**src/sld_pkg.sv**
```systemverilog
package sld_pkg;

    // ------------------------------------------------------------
    // Timing
    // ------------------------------------------------------------
    localparam int unsigned SYS_CLK_HZ = 25_000_000;
    localparam int unsigned DEBOUNCE_MS = 20;
    localparam int unsigned DEBOUNCE_CYC = SYS_CLK_HZ / 1000 * DEBOUNCE_MS;
    localparam int unsigned DBC_W = 20;
    localparam int unsigned PREC_OSC_HZ = 32768;
    localparam int unsigned BP_HZ = 100;
    localparam int unsigned BP_HALF_TICKS = PREC_OSC_HZ / (2 * BP_HZ);
    localparam int unsigned TEST_HZ = 1;
    localparam int unsigned TEST_HALF_TICKS = PREC_OSC_HZ / (2 * TEST_HZ);
    localparam int unsigned DIV_W = 15;
    localparam int unsigned STEP_HALVES = 25;
    localparam int unsigned STEP_W = 6;

    // ------------------------------------------------------------
    // Display layout and reset values
    // ------------------------------------------------------------
    localparam int unsigned LOGO_W = 8;
    localparam int unsigned GFX_N = 4;
    localparam logic SEL_PREC = 1'b0;
    localparam logic BP_RESET = 1'b0;

    typedef enum logic [1:0] {
        SLD_BLANK,
        SLD_SCROLL,
        SLD_GRAPHICS
    } sld_state_t;

    typedef struct packed {
        logic backplane_drive;
        logic [LOGO_W-1:0] logo_segment;
        logic family_logo_segment;
        logic high_speed_segment;
        logic low_power_segment;
        logic lightning_segment;
        logic aux_digit_segment_a;
        logic aux_digit_segment_b;
    } sld_lcd_t;

    typedef struct packed {
        logic one_hz_out;
        logic plain_copy;
        logic hyst_copy;
    } sld_hdr_t;

endpackage : sld_pkg

```
**src/sld_driver.sv**
```systemverilog
`timescale 1ns/100ps

module sld_driver #(
    parameter int unsigned DEBOUNCE_CYCLES = sld_pkg::DEBOUNCE_CYC
) (
    input wire logic sys_clk,
    input wire logic rstn,
    input wire logic prec_osc_in,
    input wire logic rc_osc_in,
    input wire logic reset_button_n,
    input wire logic clock_select_button_n,
    input wire logic plain_in,
    input wire logic hyst_in,
    output sld_pkg::sld_lcd_t lcd,
    output sld_pkg::sld_hdr_t test_header,
    output logic rc_selected
);

    // ------------------------------------------------------------
    // Input synchronisers
    // ------------------------------------------------------------
    logic [2:0] prec_sync;
    logic [2:0] rc_sync;
    logic [1:0] btn_sync [2];
    logic [1:0] btn_level;
    logic [1:0] btn_prev;

    always_ff @(posedge sys_clk or negedge rstn)
    begin
        if (!rstn)
        begin
            prec_sync <= 3'h0;
            rc_sync <= 3'h0;
            btn_sync[0] <= 2'h0;
            btn_sync[1] <= 2'h0;
            btn_prev <= 2'h0;
        end
        else
        begin
            prec_sync <= {prec_sync[1:0], prec_osc_in};
            rc_sync <= {rc_sync[1:0], rc_osc_in};
            btn_sync[0] <= {btn_sync[0][0], ~reset_button_n};
            btn_sync[1] <= {btn_sync[1][0], ~clock_select_button_n};
            btn_prev <= btn_level;
        end
    end

    // ------------------------------------------------------------
    // Button debounce
    // ------------------------------------------------------------
    // A level must stay put for the whole debounce window before it is
    // accepted, so contact bounce shorter than the window cannot yield a second action.
    for (genvar b = 0; b < 2; b++)
    begin : g_dbc
        logic [sld_pkg::DBC_W-1:0] cnt;
        logic [sld_pkg::DBC_W-1:0] next_cnt;
        logic next_level;

        always_comb
        begin
            next_cnt = '0;
            next_level = btn_level[b];
            if (btn_sync[b][1] != btn_level[b])
            begin
                if (cnt == sld_pkg::DBC_W'(DEBOUNCE_CYCLES - 1))
                begin
                    next_level = btn_sync[b][1];
                end
                else
                begin
                    next_cnt = cnt + 1'b1;
                end
            end
        end

        always_ff @(posedge sys_clk or negedge rstn)
        begin
            if (!rstn)
            begin
                cnt <= '0;
                btn_level[b] <= 1'b0;
            end
            else
            begin
                cnt <= next_cnt;
                btn_level[b] <= next_level;
            end
        end
    end

    // ------------------------------------------------------------
    // Timing, clock selection and sequencer
    // ------------------------------------------------------------
    logic sel;
    logic sel_pending;
    logic bp;
    logic one_hz;
    logic slow_phase;
    logic [sld_pkg::DIV_W-1:0] bp_cnt;
    logic [sld_pkg::DIV_W-1:0] hz_cnt;
    logic [sld_pkg::STEP_W-1:0] step_cnt;
    logic [2:0] pos;
    sld_pkg::sld_state_t state;

    logic next_sel;
    logic next_sel_pending;
    logic next_bp;
    logic next_one_hz;
    logic next_slow_phase;
    logic [sld_pkg::DIV_W-1:0] next_bp_cnt;
    logic [sld_pkg::DIV_W-1:0] next_hz_cnt;
    logic [sld_pkg::STEP_W-1:0] next_step_cnt;
    logic [2:0] next_pos;
    sld_pkg::sld_state_t next_state;
    sld_pkg::sld_lcd_t next_lcd;
    sld_pkg::sld_hdr_t next_hdr;

    logic tick;
    logic half_wrap;
    logic advance;
    logic soft_rst;
    logic [sld_pkg::LOGO_W-1:0] logo_on;
    logic [sld_pkg::GFX_N-1:0] gfx_on;

    always_comb
    begin
        soft_rst = btn_level[0];
        tick = sel ? (rc_sync[1] & ~rc_sync[2]) : (prec_sync[1] & ~prec_sync[2]);
        next_sel = sel;
        next_sel_pending = sel_pending;
        next_bp = bp;
        next_one_hz = one_hz;
        next_slow_phase = slow_phase;
        next_bp_cnt = bp_cnt;
        next_hz_cnt = hz_cnt;
        next_step_cnt = step_cnt;
        next_pos = pos;
        next_state = state;
        half_wrap = 1'b0;
        advance = 1'b0;

        if (tick)
        begin
            if (bp_cnt == sld_pkg::DIV_W'(sld_pkg::BP_HALF_TICKS - 1))
            begin
                next_bp_cnt = '0;
                next_bp = ~bp;
                half_wrap = 1'b1;
            end
            else
            begin
                next_bp_cnt = bp_cnt + 1'b1;
            end
            if (hz_cnt == sld_pkg::DIV_W'(sld_pkg::TEST_HALF_TICKS - 1))
            begin
                next_hz_cnt = '0;
                next_one_hz = ~one_hz;
            end
            else
            begin
                next_hz_cnt = hz_cnt + 1'b1;
            end
        end

        // switch at boundary
        // Clock-select swaps happen only at a half-period boundary, keeping those backplane half periods
        // whole; a button reset forces SEL_PREC at once, mid-half. The first half after such a swap runs on the new source.
        if (half_wrap && sel_pending)
        begin
            next_sel = ~sel;
            next_sel_pending = 1'b0;
        end
        if (btn_level[1] && !btn_prev[1])
        begin
            next_sel_pending = ~next_sel_pending;
        end

        if (half_wrap)
        begin
            if (step_cnt == sld_pkg::STEP_W'(sld_pkg::STEP_HALVES - 1))
            begin
                next_step_cnt = '0;
                if (sel && !slow_phase)
                begin
                    next_slow_phase = 1'b1;
                end
                else
                begin
                    next_slow_phase = 1'b0;
                    advance = 1'b1;
                end
            end
            else
            begin
                next_step_cnt = step_cnt + 1'b1;
            end
        end

        case (state)
            sld_pkg::SLD_BLANK:
            begin
                next_state = sld_pkg::SLD_SCROLL;
                next_pos = 3'h0;
            end
            sld_pkg::SLD_SCROLL:
            begin
                if (advance)
                begin
                    if (pos == 3'(sld_pkg::LOGO_W - 1))
                    begin
                        next_state = sld_pkg::SLD_GRAPHICS;
                        next_pos = 3'h0;
                    end
                    else
                    begin
                        next_pos = pos + 3'h1;
                    end
                end
            end
            sld_pkg::SLD_GRAPHICS:
            begin
                if (advance)
                begin
                    if (pos == 3'(sld_pkg::GFX_N - 1))
                    begin
                        next_state = sld_pkg::SLD_SCROLL;
                        next_pos = 3'h0;
                    end
                    else
                    begin
                        next_pos = pos + 3'h1;
                    end
                end
            end
            default:
            begin
                next_state = sld_pkg::SLD_BLANK;
            end
        endcase

        if (soft_rst)
        begin
            next_state = sld_pkg::SLD_BLANK;
            next_pos = 3'h0;
            next_step_cnt = '0;
            next_slow_phase = 1'b0;
            next_sel = sld_pkg::SEL_PREC;
            next_sel_pending = 1'b0;
        end

        logo_on = '0;
        gfx_on = '0;
        if (next_state == sld_pkg::SLD_SCROLL)
        begin
            logo_on = sld_pkg::LOGO_W'(1) << next_pos;
        end
        if (next_state == sld_pkg::SLD_GRAPHICS)
        begin
            gfx_on = sld_pkg::GFX_N'(1) << next_pos[1:0];
        end

        next_lcd.backplane_drive = next_bp;
        next_lcd.logo_segment = {sld_pkg::LOGO_W{next_bp}} ^ logo_on;
        next_lcd.family_logo_segment = next_bp ^ gfx_on[0];
        next_lcd.high_speed_segment = next_bp ^ gfx_on[1];
        next_lcd.low_power_segment = next_bp ^ gfx_on[2];
        next_lcd.lightning_segment = next_bp ^ gfx_on[3];
        next_lcd.aux_digit_segment_a = next_bp;
        next_lcd.aux_digit_segment_b = next_bp;

        next_hdr.one_hz_out = next_one_hz;
        next_hdr.plain_copy = plain_in;
        next_hdr.hyst_copy = hyst_in;
    end

    always_ff @(posedge sys_clk or negedge rstn)
    begin
        if (!rstn)
        begin
            sel <= sld_pkg::SEL_PREC;
            sel_pending <= 1'b0;
            bp <= sld_pkg::BP_RESET;
            one_hz <= 1'b0;
            slow_phase <= 1'b0;
            bp_cnt <= '0;
            hz_cnt <= '0;
            step_cnt <= '0;
            pos <= 3'h0;
            state <= sld_pkg::SLD_BLANK;
            lcd <= '0;
            test_header <= '0;
            rc_selected <= sld_pkg::SEL_PREC;
        end
        else
        begin
            sel <= next_sel;
            sel_pending <= next_sel_pending;
            bp <= next_bp;
            one_hz <= next_one_hz;
            slow_phase <= next_slow_phase;
            bp_cnt <= next_bp_cnt;
            hz_cnt <= next_hz_cnt;
            step_cnt <= next_step_cnt;
            pos <= next_pos;
            state <= next_state;
            lcd <= next_lcd;
            test_header <= next_hdr;
            rc_selected <= next_sel;
        end
    end

endmodule : sld_driver

```
**config.mk**
```make
export PLATFORM = sky130hd
export DESIGN_NAME = sld_driver
export DESIGN_NICKNAME = d
export VERILOG_FILES = /design/src/sld_pkg.sv /design/src/sld_driver.sv
export SDC_FILE = /design/constraint.sdc
export NUM_CORES = 1
export LEC_CHECK = 0
export BUFFER_PORTS_ARGS = -buffer_cell sky130_fd_sc_hd__buf_2
export CORE_ASPECT_RATIO = 0.7
export CORE_MARGIN = 1
export CORE_UTILIZATION = 50
export DETAILED_ROUTE_END_ITERATION = 7
export PLACE_DENSITY = 0.77
export SYNTH_ARGS = -nofsm -noshare
export SYNTH_HDL_FRONTEND = slang
export SYNTH_SLANG_ARGS = --single-unit
```
**constraint.sdc**
```tcl
create_clock -name sys_clk -period 2.3 [get_ports sys_clk]
set_input_delay 0.23 -clock sys_clk [delete_from_list [all_inputs] [get_ports sys_clk]]
set_output_delay 0.23 -clock sys_clk [all_outputs]
set_load 0.05 [all_outputs]
```
==> flow_metrics.tcl, run 1 <==
set metrics [dict create \
    drt-pass1-iter-count 7 \
    io_pins 27 \
    synth_top_family_by_area "simple AND/OR/NAND/NOR gates" \
    synthDistinctLibCells 54 \
    clk_pin_slew_ns 0.06 \
    synthCells 510 \
    setup.worst_path.class "flip-flop to flip-flop" \
    cts_made_buffers 17 \
    crit_path_max_fanout 4 \
    die_height_um 88.3 \
    vias 3961 \
    n_antenna_cell 0 \
    ir_drop_mv 0.553 \
    power_density_nw_per_um2 806 \
    synthFlopType "dfrtp_1" \
    status "finished with violations" \
    synth_edf_count 0 \
    hp-class "flip-flop to flip-flop" \
    place_hpwl_mm 6.68 \
    overflow 0 \
    hold_viol_final 0 \
    max_slew_margin_pct 60.9 \
    core_area_um2 10400 \
    whs_ns 0.350 \
    ys_ff_latch 113 \
    start_util_pct 51.3 \
    layout_commonest_cell "dfrtp_1" \
    power.total_uw 5530 \
    grt_max_degree 114 \
    drive_gt1_share_pct 24.6 \
    postLayoutSetupSlackWorst_ns -0.129 \
    critPathArrivalTime_ns 2.71 \
    row_count 31 \
    drtAntennaViolNets 0 \
    fin_skew_ns 0.00899 \
    grt_pass1_vias 3903 \
    h-tree-depth 4 \
    ys_warn_count 0 \
    rsz0062_at_grt "yes" \
    grt_pass1_wl_mm 18.1 \
    grt_use_total_pct 21.0 \
    yosys.area_share.simple_pct 21.5 \
    portBuffers 26 \
    synthToLayoutAreaGrowth_pct 29.1 \
    worstMarginPinSlew_ns 0.586 \
    synth_xor_area_share_pct 12.3 \
    async_flop_share_pct 100 \
    critPathCaptureType "flip-flop" \
    wl_per_cell_um 15.0 \
    violations "setup timing" \
    finalSetupTns_ns -0.994 \
    final_cell_mix "112 x dfrtp_1, 76 x nor2_1, 45 x buf_4" \
    cp-start-kind "flip-flop" \
    leakage_uw 0.00314 \
    die-area_um2 11100 \
    synth_compound_area_share_pct 6.59 \
    clock-sinks 113 \
    synth_adder_area_share_pct 2.59 \
    setup_viol 13 \
    cts_tree "done" \
    syn-num-nets 529 \
    cts_root_buffer "clkbuf_16" \
    antenna_found_initial 0 \
    clock_latency_ns 0.41 \
    gp_congestion 0.802 \
    routed_via_density 5.34 \
    drv_slew 0 \
    wl_mm 11.1 \
    fin_nets 617 \
    drcViolationCount 0 \
    required_ns 2.58 \
    syn_avg_cell_area_um2 10.4 \
    clock_tree.buffer_depth 2 \
    drt_iter0_markers 202 \
    die_x_um 125 \
    synth_mux_area_share_pct 0.800 \
    fin_crit_ns 2.43 \
    post-route-period-util_pct 106 \
    fmaxAchievable_mhz 412 \
    syn_area_um2 5320 \
    max-cap-violations 0 \
    synth-seq-area-share_pct 53.2 \
]
[cell type report]
| class | count | area [um2] |
|---|---|---|
| Sequential cell | 113 | 2830 |
| Tap cell | 132 | 165 |
| Clock buffer | 21 | 480 |
| Timing Repair Buffer | 82 | 601 |
| Inverter | 20 | 75.1 |
| Multi-Input combinational cell | 364 | 2510 |
| Clock inverter | 10 | 204 |
| Fill cell | 761 | 3490 |
[critical path, stage by stage (launching register included)]
cell and delay, ns:
dfrtp_1 0.38, inv_1 0.06, ha_1 0.13, or3b_4 0.39, a2111oi_4 0.25, buf_2 0.22, o2111ai_1 0.15, o211a_4 0.20
or3_1 0.38, xnor2_1 0.14
[where the power goes]
part           leakage (uW)  total (uW)  switching, uW  internal [uW]
combinational       0.00129         318            166            152
sequential          0.00152        2180           89.9           2090
clock              0.000339        3040            901           2130
[synthesized netlist by cell type (5+ instances only)]
master / count / area share [%]
ha_1: 11 / 2.6
a31oi_1: 5 / 0.59
nand3_1: 30 / 2.8
nor2_1: 81 / 5.7
xnor2_1: 42 / 6.9
nand2b_1: 9 / 1.1
and2_1: 5 / 0.59
inv_1: 19 / 1.3
and3_1: 10 / 1.2
nor2b_1: 8 / 0.94
nand4_1: 17 / 2.0
or3_1: 7 / 0.82
o21ai_0: 11 / 1.0
nor3_1: 8 / 0.75
xor2_1: 31 / 5.1
nand2_1: 31 / 2.2
dfrtp_1: 113 / 53
clkbuf_1: 7 / 0.49
a21oi_1: 10 / 0.94
[repair_timing]
action / in CTS / in global routing
pin swaps: 3 / 1
gates cloned: 1 / 2
gates resized for setup: 12 / 15
buffers inserted: 3 / 6
endpoints found under the setup margin: 17 / 45
hold buffers: 7 / 0
endpoints found under the hold margin: 119 / 0
[state kept, by name, indices dropped and copies added (netlist names), 2 cells and up]
| register | flops |
|---|---|
| test_header | 2 |
| pos | 3 |
| lcd | 12 |
| g_dbc.cnt | 40 |
| btn_sync | 4 |
| prec_sync | 3 |
| step_cnt | 6 |
| rc_sync | 3 |
| state | 2 |
| bp_cnt | 15 |
| hz_cnt | 15 |
[routing by layer]
layer	share of wire (%)	GRT usage, %	routed length (um)	vias to the layer above
li1	-	-	-	1910
met1	46	25.7	5120	1931
met2	48	35.1	5310	95
met3	4.3	6.47	477	25
met4	1.9	9.42	212	0
met5	0	0	0	-
[final timing paths]
path,start,endpoint,slack [ns],depth (start not counted)
setup / recovery,step_cnt[0]$_DFFE_PN0P_,lcd[4]$_DFF_PN0_,-0.13,9
hold / removal,btn_sync[0]$_DFF_PN0_,btn_sync[1]$_DFF_PN0_,0.35,0
setup reg to reg,step_cnt[0]$_DFFE_PN0P_,lcd[4]$_DFF_PN0_,-0.13,9
hold reg to reg,btn_sync[0]$_DFF_PN0_,btn_sync[1]$_DFF_PN0_,0.35,0
max in group asynchronous,rstn,sel$_DFFE_PN0P_,1.41,3
min in group asynchronous,rstn,one_hz$_DFFE_PN0P_,0.44,3
[metrics by stage]
stage | std cells | instance area, um2 | util (%) | setup WS [ns]
3_5_place_dp | 692 | 5890 | 56.8 | -0.238
3_3_place_gp | 692 | 5890 | 56.8 | -0.157
5_1_grt | 742 | 6860 | 66.3 | -0.215
2_1_floorplan | 510 | 5350 | - | -0.0898
6_report | 742 | 6860 | 66.3 | -0.129
4_1_cts | 734 | 6720 | 64.9 | -0.0995
[logic make-up after synthesis]
group	Yosys count
mux	4
fa+ha+maj	11
simple gates	229
flops	113
buf+inv	35
compound gates	44
xor+xnor	74
Note: power is estimated with default switching activity, not from simulation.
==> inputs of run 2 (changes only) <==
--- a/config.mk
+++ b/config.mk
@@ -10,4 +10,5 @@
 export CORE_MARGIN = 1
 export CORE_UTILIZATION = 50
+export CTS_BUF_LIST = sky130_fd_sc_hd__clkbuf_4
 export DETAILED_ROUTE_END_ITERATION = 7
 export PLACE_DENSITY = 0.77
==> constraint.sdc (replaced) <==
create_clock -name sys_clk -period 2.3 [get_ports sys_clk]
set_input_delay 0.345 -clock sys_clk [delete_from_list [all_inputs] [get_ports sys_clk]]
set_output_delay 0.345 -clock sys_clk [all_outputs]
set_load 0.05 [all_outputs]
==> run 2 against run 1 <==
Net effect:
- the run still ends with setup timing left
- sequential share of layout area increased by 1.8 points
- first-iteration DRC count increased by 29%
- register-to-register slack got worse by 0.04 ns
- worst hold slack got worse by 0.21 ns
- global-route usage decreased by 0.78 points
- utilization decreased by 2.8 points
- final area decreased by 4.2%
- count of clock-buffer cells in the layout decreased by 4
- power decreased by 21%
- highest routed layer unchanged
==> flow_metrics.tcl, run 2 (same netlist as run 1, synthesis figures left out) <==
set metrics [dict create \
    ir_drop_mv 0.402 \
    max-cap-violations 0 \
    violations "setup timing" \
    leakage_uw 0.00301 \
    hold_viol_final 0 \
    fin_skew_ns 0.0140 \
    cts_tree "done" \
    grt_use_total_pct 20.2 \
    routed_via_density 5.31 \
    antenna_found_initial 0 \
    fmaxAchievable_mhz 406 \
    start_util_pct 51.3 \
    final_cell_mix "112 x dfrtp_1, 75 x nor2_1, 46 x buf_4" \
    largest_reg_flops 40 \
    grt_max_degree 77 \
    drt-pass1-iter-count 6 \
    io_pins 27 \
    r2r_start "step_cnt[0]$_DFFE_PN0P_" \
    cts_made_buffers 17 \
    power_density_nw_per_um2 663 \
    fin_crit_ns 2.46 \
    layout_commonest_cell "dfrtp_1" \
    drv_slew 0 \
    r2r-end "lcd[10]$_DFF_PN0_" \
    die_height_um 88.3 \
    rsz0062_at_grt "yes" \
    gp_congestion 0.808 \
    clock_tree.buffer_depth 2 \
    critPathCaptureType "flip-flop" \
    die_x_um 125 \
    critPathArrivalTime_ns 2.92 \
    rr_worst_depth 11 \
    placed_cell_area_um2 5890 \
    critPathBufInv 3 \
    crit_chain "inv_1 -> ha_1 -> or3b_4 -> a2111oi_4 -> buf_6 -> buf_4 -> a31o_4 -> o211ai_4 -> or2_4 -> nor2_4 -> xnor2_1" \
    portBuffers 26 \
    setup_viol 10 \
    drtAntennaViolNets 0 \
    cp_top_family "simple AND/OR/NAND/NOR gates" \
    grt_pass1_vias 3812 \
    worstMarginPinSlew_ns 0.449 \
    h-tree-depth 4 \
    reg.largest.list "g_dbc.cnt: 40 flops, bp_cnt: 15 flops, hz_cnt: 15 flops" \
    die-area_um2 11100 \
    grt_pass1_wl_mm 17.5 \
    fin_nets 618 \
    post-route-period-util_pct 107 \
    postLayoutSetupSlackWorst_ns -0.165 \
    clock-sinks 113 \
    slowest_stage "dfrtp_1" \
    final-seq-area_um2 2830 \
    slowest_delay_ns 0.40 \
    status "finished with violations" \
    fin_area_um2 6570 \
    core_area_um2 10400 \
    vias 3952 \
    drt_iter0_markers 260 \
    wl_mm 10.5 \
    rrSetupSlack_ns -0.16 \
    synthToLayoutAreaGrowth_pct 23.7 \
    drcViolationCount 0 \
    overflow 0 \
    n_antenna_cell 0 \
    n_fill_cell 794 \
    max_slew_margin_pct 70.1 \
    place_hpwl_mm 6.70 \
    row_count 31 \
    required_ns 2.75 \
    multi_input_area_um2 2510 \
    drive_gt1_share_pct 24.7 \
    wl_per_cell_um 14.1 \
    clock_latency_ns 0.53 \
    hp-class "input port to asynchronous set/reset pin" \
    cp-start-kind "flip-flop" \
    regMostFlops "g_dbc.cnt" \
    pre_cts_ws_ns -0.251 \
    clk_pin_slew_ns 0.11 \
    cts_root_buffer "clkbuf_4" \
    setup.worst_path.class "flip-flop to flip-flop" \
    crit_path_max_fanout 6 \
]
-- run 2: timing repair --
action,CTS,global route
hold buffers,7,0
resized for setup,12,20
cloned,1,1
endpoints found under the hold margin,119,0
setup buffers,4,6
endpoints found under the setup margin,18,47
pin swaps,7,5
-- run 2: cell type report --
type,count,share of cell area (%)
sequential,113,43.0
multi-input combinational,363,38.2
timing repair buffer,84,9.52
clock inverter,15,3.64
tap,132,2.51
clock buffer,17,1.94
inverter,20,1.14
-- run 2: through the flow --
stage	hold slack [ns]	utilization [%]	std cells	setup TNS, ns	power (uW)
after floorplan	0.0494	-	510	-0.187	2350
after CTS	0.101	61.9	737	-0.767	4380
final	0.141	63.5	744	-1.03	4360
after detailed placement	0.142	56.9	693	-2.32	2510
after global routing	0.0838	63.5	744	-2.66	4540
after global placement	0.142	56.9	693	-1.26	2490
-- run 2: worst reg2reg max path, delay by kind of cell (launching register included) --
family / cells / cell delay [ns]
AND/OR/NAND/NOR: 3 / 0.81
flip-flops: 1 / 0.40
buffers and inverters: 3 / 0.38
AO/OA/AOI/OAI: 3 / 0.54
XOR/XNOR: 1 / 0.14
adder cells (fa/ha/maj): 1 / 0.13
-- run 2: how the worst max path moves through the flow --
stage | startpoint | end | depth (start not counted)
2_1_floorplan | step_cnt[0]$_DFFE_PN0P_ | lcd[4]$_DFF_PN0_ | 10
3_3_place_gp | step_cnt[0]$_DFFE_PN0P_ | lcd[4]$_DFF_PN0_ | 10
3_5_place_dp | step_cnt[0]$_DFFE_PN0P_ | lcd[7]$_DFF_PN0_ | 11
4_1_cts | step_cnt[0]$_DFFE_PN0P_ | lcd[12]$_DFF_PN0_ | 11
5_1_grt | step_cnt[0]$_DFFE_PN0P_ | lcd[10]$_DFF_PN0_ | 11
6_report | step_cnt[0]$_DFFE_PN0P_ | lcd[10]$_DFF_PN0_ | 11
-- run 2: per-layer routing --
layer  global-route usage (%)  vias to the layer above  routed length (um)  part of all wire [%]
met5                        0                        -                   0                     0
met4                     9.98                        0                 140                   1.3
met3                     5.50                       16                 417                   4.0
met2                     32.6                       83                5050                    48
met1                     25.8                     1939                4920                    47
li1                         -                     1914                   -                     -
-- run 2: power breakdown --
group / switching (uW) / internal [uW] / total [uW]
combinational: 165 / 153 / 318
clock: 794 / 1080 / 1870
sequential: 89.5 / 2080 / 2170
total: 1050 / 3310 / 4360
